`src/shared/ppcl_map.svh`:
```
/*
  Constants of the passive parallel configuration loader: data widths,
  width codes, ratio figures, register offsets, field positions, timing.
  Included by ppcl_pkg at package scope and by the testbench at file scope.
*/
// What this block does
// - Ratio r comes from width, decompression and decryption options.
// - With r above one, one word latched per r config clocks.
// - User mode has all lines high; request low starts reconfiguration.
// - Ready/error line held low for the power-on delay.
// - Load-complete line low from power-up and during loading.
// - Load-complete released only after the whole image arrived.
// - Config clock ignored in user mode; host keeps it defined.
// - Init-complete output driven low once its option bit loads.
// - Request low pulls both status lines low within 600 ns.
// - Ready/error low 268 to 1506 us after request rises.
// - Internal oscillator: user mode 175 to 437 us after completion.
// - User clock starts 4 periods after, user mode 8576 periods later.
`ifndef PPCL_MAP_SVH
`define PPCL_MAP_SVH

// ==========================================================
// Widths and codes
`define PPCL_DATA_W 32
`define PPCL_ADDR_W 4
`define PPCL_CNT_W 24
`define PPCL_WID_X8 2'h0
`define PPCL_WID_X16 2'h1
`define PPCL_WID_X32 2'h2
`define PPCL_MASK_X8 32'h0000_00ff
`define PPCL_MASK_X16 32'h0000_ffff
`define PPCL_MASK_X32 32'hffff_ffff
`define PPCL_R_ONE 4'h1
`define PPCL_R8_DECOMP 4'h2
`define PPCL_R16_DECRYPT 4'h2
`define PPCL_R16_DECOMP 4'h4
`define PPCL_R32_DECRYPT 4'h4
`define PPCL_R32_DECOMP 4'h8

// ==========================================================
// Registers and fields
`define PPCL_OFS_CTRL 4'h0
`define PPCL_OFS_LEN 4'h4
`define PPCL_OFS_STAT 4'h8
`define PPCL_OFS_WCNT 4'hc
`define PPCL_CTRL_WID_LSB 0
`define PPCL_CTRL_DECOMP 2
`define PPCL_CTRL_DECRYPT 3
`define PPCL_CTRL_USRCLK 4
`define PPCL_CTRL_W 5
`define PPCL_CTRL_RST 5'h02
`define PPCL_LEN_RST 32'h0000_0100
`define PPCL_INIT_OPT_BIT 0

// ==========================================================
// Timing
`define PPCL_CLK_MHZ 100
`define PPCL_T_REQ_LOW_NS 600
`define PPCL_T_STATUS_MIN_US 268
`define PPCL_T_STATUS_MAX_US 1506
`define PPCL_T_INIT_MIN_US 175
`define PPCL_T_INIT_MAX_US 437
`define PPCL_CD2CU_PERIODS 4
`define PPCL_CFG_CLK_MAX_PERIOD_NS 10
`define PPCL_USR_PERIODS 8576
`define PPCL_POR_CYC 1000

`endif

```
`src/shared/ppcl_pkg.sv`:
```
/*
  Types of the passive parallel configuration loader.
  Assumes ppcl_map.svh is on the include path.
*/
package ppcl_pkg;
`include "ppcl_map.svh"

  // ==========================================================
  // Types
  typedef struct packed {
    logic valid;
    logic [`PPCL_DATA_W-1:0] data;
  } ppcl_word_s;

  typedef enum logic [2:0] {
    ST_POR, ST_CLEAR, ST_STLOW, ST_LOAD, ST_TAIL, ST_DONE, ST_INIT, ST_USER
  } ppcl_state_e;

  function automatic logic [3:0] ppcl_ratio(logic [1:0] wid, logic decomp,
                                            logic decrypt);
    logic [3:0] r;
    r = `PPCL_R_ONE;
    if (wid == `PPCL_WID_X8) begin
      if (decomp) r = `PPCL_R8_DECOMP;
    end else if (wid == `PPCL_WID_X16) begin
      if (decomp) r = `PPCL_R16_DECOMP;
      else if (decrypt) r = `PPCL_R16_DECRYPT;
    end else begin
      if (decomp) r = `PPCL_R32_DECOMP;
      else if (decrypt) r = `PPCL_R32_DECRYPT;
    end
    return r;
  endfunction
endpackage

```
`src/rtl/ppcl_pin_sync.sv`:
```
/*
  Two-flop synchroniser with edge detection for a group of pins.
  Assumes the pins are asynchronous to clk; rst is synchronous.
*/
`timescale 1ns/1ps
module ppcl_pin_sync #(
  parameter int W = 1,
  parameter logic [W-1:0] RST_VAL = '0
) (
  // Clock and reset
  input wire logic clk,
  input wire logic rst,
  // Pins and results
  input wire logic [W-1:0] pin,
  output logic [W-1:0] level,
  output logic [W-1:0] rise,
  output logic [W-1:0] fall
);
  if (W < 1) begin : g_chk
    $error("ppcl_pin_sync: W must be at least 1");
  end

  // ==========================================================
  // Per-bit synchroniser
  // First flop feeds only the second; edges come from later stages
  for (genvar i = 0; i < W; i++) begin : g_bit
    logic meta_reg;
    logic sync_reg;
    logic last_reg;
    always_ff @(posedge clk) begin
      if (rst) begin
        meta_reg <= RST_VAL[i];
        sync_reg <= RST_VAL[i];
        last_reg <= RST_VAL[i];
      end else begin
        meta_reg <= pin[i];
        sync_reg <= meta_reg;
        last_reg <= sync_reg;
      end
    end
    assign level[i] = sync_reg;
    assign rise[i] = sync_reg & ~last_reg;
    assign fall[i] = ~sync_reg & last_reg;
  end
endmodule

```
`src/rtl/ppcl_loader.sv`:
```
/*
  Device end of the passive parallel configuration load: status lines,
  word capture at ratio r, completion, initialization and user mode.
  Assumes all link pins are asynchronous to CLK_SYS and that the host
  keeps its own timing; the config clock is far slower than CLK_SYS.
*/
// Decided for this implementation: the address-and-strobe port and the register addresses.
`timescale 1ns/1ps
module ppcl_loader import ppcl_pkg::*; #(
  parameter int POR_CYC = `PPCL_POR_CYC,
  parameter int STATUS_CYC = `PPCL_T_STATUS_MIN_US * `PPCL_CLK_MHZ,
  parameter int INIT_CYC = `PPCL_T_INIT_MIN_US * `PPCL_CLK_MHZ,
  parameter int USR_PERIODS = `PPCL_USR_PERIODS
) (
  // Clock and reset
  input wire logic CLK_SYS,
  input wire logic SYS_RST,
  // Link from the host
  input wire logic CFG_REQ_N_I,
  input wire logic CONFIG_CLOCK_I,
  input wire logic USER_INIT_CLOCK_I,
  input wire logic [`PPCL_DATA_W-1:0] DATA_I,
  // Open-drain status lines
  input wire logic STATUS_N_I,
  output logic STATUS_N_O,
  output logic STATUS_N_OE_N,
  input wire logic LOAD_DONE_I,
  output logic LOAD_DONE_O,
  output logic LOAD_DONE_OE_N,
  output logic INIT_DONE_N_O,
  output logic INIT_DONE_N_OE_N,
  // User side
  output ppcl_word_s WORD,
  output logic USER_MODE,
  // Register port
  input wire logic [`PPCL_ADDR_W-1:0] REG_ADDR,
  input wire logic [`PPCL_DATA_W-1:0] REG_WDATA,
  input wire logic REG_WR,
  input wire logic REG_RD,
  output logic [`PPCL_DATA_W-1:0] REG_RDATA
);
  localparam int CW = `PPCL_CNT_W;
  localparam int REQ_LOW_CYC =
    `PPCL_T_REQ_LOW_NS * `PPCL_CLK_MHZ / 1000;
  localparam int STATUS_MAX_CYC = `PPCL_T_STATUS_MAX_US * `PPCL_CLK_MHZ;
  localparam int INIT_MAX_CYC = `PPCL_T_INIT_MAX_US * `PPCL_CLK_MHZ;
  localparam int CD2CU_CYC = `PPCL_CD2CU_PERIODS *
    `PPCL_CFG_CLK_MAX_PERIOD_NS * `PPCL_CLK_MHZ / 1000;
  localparam int SW = `PPCL_DATA_W + 5;

  if (POR_CYC < 1 || STATUS_CYC < 1 || STATUS_CYC > STATUS_MAX_CYC ||
      INIT_CYC < 1 || INIT_CYC > INIT_MAX_CYC || USR_PERIODS < 1 ||
      STATUS_MAX_CYC >= (1 << CW) || USR_PERIODS >= (1 << CW) ||
      POR_CYC >= (1 << CW)) begin : g_chk
    $error("ppcl_loader: timing parameter out of range");
  end

  // ==========================================================
  // Pin synchronisers
  logic [SW-1:0] s_lvl, s_rise, s_fall;
  // Reset to idle pin levels so no false edge follows reset
  ppcl_pin_sync #(.W(SW), .RST_VAL(SW'(5'h0e))) u_sync (
    .clk(CLK_SYS),
    .rst(SYS_RST),
    .pin({DATA_I, USER_INIT_CLOCK_I, LOAD_DONE_I, STATUS_N_I,
          CFG_REQ_N_I, CONFIG_CLOCK_I}),
    .level(s_lvl),
    .rise(s_rise),
    .fall(s_fall)
  );
  logic clk_rise, clk_fall, req_lvl, status_lvl, done_lvl, usr_rise;
  logic [`PPCL_DATA_W-1:0] data_lvl;
  assign clk_rise = s_rise[0];
  assign clk_fall = s_fall[0];
  assign req_lvl = s_lvl[1];
  assign status_lvl = s_lvl[2];
  assign done_lvl = s_lvl[3];
  assign usr_rise = s_rise[4];
  assign data_lvl = s_lvl[SW-1:5];

  // ==========================================================
  // Software registers
  logic [`PPCL_CTRL_W-1:0] ctrl_reg;
  logic [`PPCL_DATA_W-1:0] len_sw_reg;
  always_ff @(posedge CLK_SYS) begin
    if (SYS_RST) begin
      ctrl_reg <= `PPCL_CTRL_RST;
      len_sw_reg <= `PPCL_LEN_RST;
    end else if (REG_WR) begin
      if (REG_ADDR == `PPCL_OFS_CTRL) ctrl_reg <= REG_WDATA[`PPCL_CTRL_W-1:0];
      if (REG_ADDR == `PPCL_OFS_LEN) len_sw_reg <= REG_WDATA;
    end
  end

  // ==========================================================
  // State and sequencing
  ppcl_state_e state_reg, state_next;
  logic [CW-1:0] cnt_reg, ucnt_reg;
  logic [3:0] r_reg, phase_reg;
  logic [`PPCL_DATA_W-1:0] mask_reg, len_reg, words_reg;
  logic usr_opt_reg, fcnt_reg, take, last_word, init_end, entering;

  // Status line may be held low from outside; clock ignored meanwhile
  assign take = state_reg == ST_LOAD && clk_rise && status_lvl &&
                phase_reg == 4'h0;
  assign last_word = words_reg == len_reg - 32'h1;
  assign init_end = usr_opt_reg ? ucnt_reg == CW'(USR_PERIODS)
                                : cnt_reg == CW'(INIT_CYC - 1);
  assign entering = state_next != state_reg;

  always_comb begin
    state_next = state_reg;
    unique case (state_reg)
      ST_POR: if (cnt_reg == CW'(POR_CYC - 1)) state_next = ST_LOAD;
      ST_CLEAR: if (req_lvl) state_next = ST_STLOW;
      ST_STLOW: if (cnt_reg == CW'(STATUS_CYC - 1)) state_next = ST_LOAD;
      ST_LOAD: begin
        if (take && last_word) begin
          state_next = (r_reg == `PPCL_R_ONE) ? ST_DONE : ST_TAIL;
        end
      end
      ST_TAIL: begin
        if (clk_rise && phase_reg == r_reg - 4'h1) state_next = ST_DONE;
      end
      ST_DONE: if (fcnt_reg && clk_fall && done_lvl) state_next = ST_INIT;
      ST_INIT: if (init_end) state_next = ST_USER;
      ST_USER: state_next = ST_USER;
    endcase
    if (!req_lvl && state_reg != ST_POR) state_next = ST_CLEAR;
  end

  always_ff @(posedge CLK_SYS) begin
    if (SYS_RST) state_reg <= ST_POR;
    else state_reg <= state_next;
  end

  // Saturating cycle counter, cleared on every state change
  always_ff @(posedge CLK_SYS) begin
    if (SYS_RST || entering) cnt_reg <= '0;
    else if (cnt_reg != '1) cnt_reg <= cnt_reg + CW'(1);
  end

  // ratio and lanes fixed at load start
  always_ff @(posedge CLK_SYS) begin
    if (SYS_RST) begin
      r_reg <= `PPCL_R_ONE;
      mask_reg <= `PPCL_MASK_X32;
      len_reg <= `PPCL_LEN_RST;
      usr_opt_reg <= 1'b0;
    end else if (entering && state_next == ST_LOAD) begin
      r_reg <= ppcl_ratio(ctrl_reg[`PPCL_CTRL_WID_LSB +: 2],
                          ctrl_reg[`PPCL_CTRL_DECOMP],
                          ctrl_reg[`PPCL_CTRL_DECRYPT]);
      unique case (ctrl_reg[`PPCL_CTRL_WID_LSB +: 2])
        `PPCL_WID_X8: mask_reg <= `PPCL_MASK_X8;
        `PPCL_WID_X16: mask_reg <= `PPCL_MASK_X16;
        default: mask_reg <= `PPCL_MASK_X32;
      endcase
      len_reg <= len_sw_reg;
      usr_opt_reg <= ctrl_reg[`PPCL_CTRL_USRCLK];
    end
  end

  // phase over r clocks per word
  always_ff @(posedge CLK_SYS) begin
    if (SYS_RST || (entering && state_next == ST_LOAD)) begin
      phase_reg <= 4'h0;
    end else if ((state_reg == ST_LOAD && status_lvl || state_reg == ST_TAIL)
                 && clk_rise) begin
      phase_reg <= (phase_reg == r_reg - 4'h1) ? 4'h0 : phase_reg + 4'h1;
    end
  end

  always_ff @(posedge CLK_SYS) begin
    if (SYS_RST || (entering && state_next == ST_LOAD)) begin
      words_reg <= '0;
      WORD <= '0;
    end else begin
      WORD.valid <= take;
      if (take) begin
        WORD.data <= data_lvl & mask_reg;
        words_reg <= words_reg + 32'h1;
      end
    end
  end

  always_ff @(posedge CLK_SYS) begin
    if (SYS_RST || state_reg != ST_DONE) fcnt_reg <= 1'b0;
    else if (clk_fall && done_lvl) fcnt_reg <= 1'b1;
  end

  // user clock counted after the start gap
  always_ff @(posedge CLK_SYS) begin
    if (SYS_RST || state_reg != ST_INIT) ucnt_reg <= '0;
    else if (usr_rise && cnt_reg >= CW'(CD2CU_CYC) &&
             ucnt_reg != CW'(USR_PERIODS)) ucnt_reg <= ucnt_reg + CW'(1);
  end

  // ==========================================================
  // Pin drivers, all registered: outputs held low, enables from the next state and the first word's option bit
  always_ff @(posedge CLK_SYS) begin
    if (SYS_RST) begin
      STATUS_N_O <= 1'b0;
      LOAD_DONE_O <= 1'b0;
      INIT_DONE_N_O <= 1'b0;
    end else begin
      STATUS_N_O <= 1'b0;
      LOAD_DONE_O <= 1'b0;
      INIT_DONE_N_O <= 1'b0;
    end
  end

  always_ff @(posedge CLK_SYS) begin
    if (SYS_RST) STATUS_N_OE_N <= 1'b0;
    else STATUS_N_OE_N <= !(state_next inside {ST_POR, ST_CLEAR, ST_STLOW});
  end

  always_ff @(posedge CLK_SYS) begin
    if (SYS_RST) LOAD_DONE_OE_N <= 1'b0;
    else LOAD_DONE_OE_N <= state_next inside {ST_DONE, ST_INIT, ST_USER};
  end

  always_ff @(posedge CLK_SYS) begin
    if (SYS_RST) INIT_DONE_N_OE_N <= 1'b1;
    else if (take && words_reg == '0 && data_lvl[`PPCL_INIT_OPT_BIT])
      INIT_DONE_N_OE_N <= 1'b0;
    else if (state_next inside {ST_USER, ST_CLEAR}) INIT_DONE_N_OE_N <= 1'b1;
  end

  always_ff @(posedge CLK_SYS) begin
    if (SYS_RST) USER_MODE <= 1'b0;
    else USER_MODE <= state_next == ST_USER;
  end

  // ==========================================================
  // Register read, data valid the cycle after REG_RD is high, zero otherwise
  always_ff @(posedge CLK_SYS) begin
    if (SYS_RST || !REG_RD) REG_RDATA <= '0;
    else begin
      unique case (REG_ADDR)
        `PPCL_OFS_CTRL: REG_RDATA <= 32'(ctrl_reg);
        `PPCL_OFS_LEN: REG_RDATA <= len_sw_reg;
        `PPCL_OFS_STAT: REG_RDATA <= {24'h0, r_reg, USER_MODE, state_reg};
        `PPCL_OFS_WCNT: REG_RDATA <= words_reg;
        default: REG_RDATA <= '0;
      endcase
    end
  end
endmodule

```
`config.mk`:
```
export PLATFORM = sky130hd
export DESIGN_NAME = ppcl_loader
export DESIGN_NICKNAME = d
export VERILOG_FILES = /design/src/shared/ppcl_pkg.sv /design/src/rtl/ppcl_pin_sync.sv /design/src/rtl/ppcl_loader.sv
export VERILOG_INCLUDE_DIRS = /design/src /design/src/shared
export SDC_FILE = /design/constraint.sdc
export NUM_CORES = 1
export LEC_CHECK = 0
export BUFFER_PORTS_ARGS = -buffer_cell sky130_fd_sc_hd__buf_2
export CORE_UTILIZATION = 60
export CTS_BUF_LIST = sky130_fd_sc_hd__clkbuf_4 sky130_fd_sc_hd__clkbuf_8
export CTS_CLUSTER_DIAMETER = 200
export DETAILED_ROUTE_END_ITERATION = 16
export GPL_TIMING_DRIVEN = 0
export PLACE_DENSITY = 0.86
export SYNTH_ARGS = -nofsm -noshare
export SYNTH_HDL_FRONTEND = slang
export SYNTH_HIERARCHICAL = 1
export SYNTH_SLANG_ARGS = --single-unit
```
`constraint.sdc`:
```
create_clock -name CLK_SYS -period 4.2 [get_ports CLK_SYS]
set_input_delay 1.26 -clock CLK_SYS [delete_from_list [all_inputs] [get_ports CLK_SYS]]
set_output_delay 1.26 -clock CLK_SYS [all_outputs]
set_load 0.05 [all_outputs]
```
==> metrics.cfg <==
[sta]
rsz0062_at_grt = no
setup_viol = 0
final.setup_skew_ns = 0.0304
maxSlewViolCount = 0
final.setup.tns_ns = 0
hold_viol = 0
max_freq_ghz = 0.251
period_share = 0.949
fin_ws_ns = 0.216
timing.slew.headroom = 0.393
worstMarginPinSlew_ns = 0.902
period_needed_ns = 3.98

[run_status]
run_status = complete, no violations

[global_routing]
grt_usage = 0.295
grt_max_degree = 15
grt_pass1_vias = 11000
grt_pass1_wl_um = 52800
antenna_found_initial = 4
overflow = 0

[routing]
drt-wirelength-per-cell_um = 16.1
drc = 0
first_pass_iters = 5
viasPerCell = 5.64
wl_um = 33300
vias = 11600
antenna_left = 0
drt_iter0_drc = 856

[clocking]
hold_buffers = 0
path_clk_slew_ns = 0.06
cts_setup_buffers = 0
clock-root-buffer = clkbuf_8
h-tree-depth = 2
cts_buffers = 49
cts.sinks = 309
cts.path.max_buffers = 3
tritoncts = built
clk_latency_ns = 0.59

[hold_path]
hold_class = reg -> reg
whs_path_depth = 1

[worst_setup_path]
critical_path_class = reg -> reg
start_kind = register
path_max_fanout = 10
crit_required_ns = 4.65
reg2reg_depth = 12
cp.arrival_ns = 4.44
end_kind = register

[finish]
drive_gt1_frac = 0.186
nNetsFinal = 1838
synthToLayoutAreaGrowth_pct = 17.1
multi_input_area_um2 = 6230
regArea_um2 = 6190
nFillCells = 1611

[logic_synthesis]
avgSynthCellArea_um2 = 8.49
netlist_area_um2 = 13200
yosysWarnings = 6
syn_inst = 1554

[die]
initial_utilization = 0.620
pin_count = 149
fp.dieH_um = 150
die_x_um = 150
rows = 53
coreArea_um2 = 21300
fp.dieArea_um2 = 22600

[power_and_ir_drop]
max-vdd-ir-drop_mv = 0.352
p_per_area_nw_per_um2 = 391
leakagePower_uw = 0.00601

[placed_design]
dp_hpwl_um = 23500
io_buffers = 143
pre_cts_slack_ns = -0.383
gp_congestion = 0.952

[flow_run]
cap_violations = 0

==> repair_timing <==
item / 4_1_cts / 5_1_grt
endpoints found under the setup margin: 38 / 45
gates resized for setup: 2 / 7
pin swaps: 0 / 0
==> report_power, final <==
| part | switching [µW] | total [µW] | internal [µW] |
|---|---|---|---|
| clock | 1190 | 2860 | 1670 |
| combinational | 109 | 192 | 82.6 |
| sequential | 14.9 | 2990 | 2970 |
==> area by class of cell <==
cell class	instances	share of cell area
clock inverters	12	0.00875
clock buffers	78	0.0659
diodes	2	0.000324
multi-input cells	1084	0.404
repair buffers	143	0.0464
inverters	21	0.00511
flip-flops and latches	309	0.401
plain buffers	142	0.0470
well taps	275	0.0223
==> through the flow <==
step / power, µW / util / cell area, µm² / hold slack, ns / instances
after floorplan: 3170 / - / 13200 / 0.383 / 1556
after global placement: 3230 / 0.670 / 14300 / 0.389 / 1974
after detailed placement: 3240 / 0.670 / 14300 / 0.388 / 1974
after CTS: 6090 / 0.724 / 15400 / 0.409 / 2064
after global routing: 6250 / 0.725 / 15400 / 0.427 / 2064
final: 6040 / 0.725 / 15400 / 0.411 / 2066
==> routing by layer <==
layer | track usage | routed length [µm]
met1 | 0.368 | 13700
met3 | 0.0770 | 3050
met2 | 0.474 | 15200
met4 | 0.141 | 1330
met5 | 0 | 23
==> final timing paths <==
| check | startpoint | to | slack (ns) |
|---|---|---|---|
| worst min register to register | u_sync/g_bit[3].meta_reg$_SDFF_PP1_ | u_sync/g_bit[3].sync_reg$_SDFF_PP1_ | 0.41 |
| worst min-delay path | u_sync/g_bit[3].meta_reg$_SDFF_PP1_ | u_sync/g_bit[3].sync_reg$_SDFF_PP1_ | 0.41 |
| worst max-delay path | len_reg[4]$_SDFFE_PP0P_ | cnt_reg[13]$_SDFFE_PP0P_ | 0.22 |
| worst max register to register | len_reg[4]$_SDFFE_PP0P_ | cnt_reg[13]$_SDFFE_PP0P_ | 0.22 |
==> critical path: stages (launching register included) <==
cell and delay, ns:
dfxtp_1 0.30, buf_2 0.17, nor4_4 0.62, and3_1 0.25, clkbuf_1 0.21, nand3_1 0.12, a2111oi_1 0.55, o2111ai_1 0.36
nor4_4 0.48, nor4_2 0.12, o31ai_4 0.40, buf_6 0.23, nor2_2 0.05
==> layout by cell type, fill, tap and decap left out, types with 5 or more instances in the layout <==
cell and count:
ha_1 11, nor4b_1 9, nand3_1 79, nor2_1 129
inv_1 19, clkinv_2 7, nand4_1 27, clkbuf_8 69
nor2b_1 81, and3_1 24, xnor2_1 46, dfxtp_1 309
a22oi_1 41, o21ai_0 12, and2_1 9, nor4_1 31
or4_1 7, buf_4 38, or3_1 5, clkbuf_4 9
nor3_1 24, clkbuf_1 80, a211oi_1 5, buf_2 157
or2_1 6, a21oi_1 129, nand2_1 239, xor2_1 79
nor2_2 20, and4_1 8
Power figures use the tool's default switching activity.
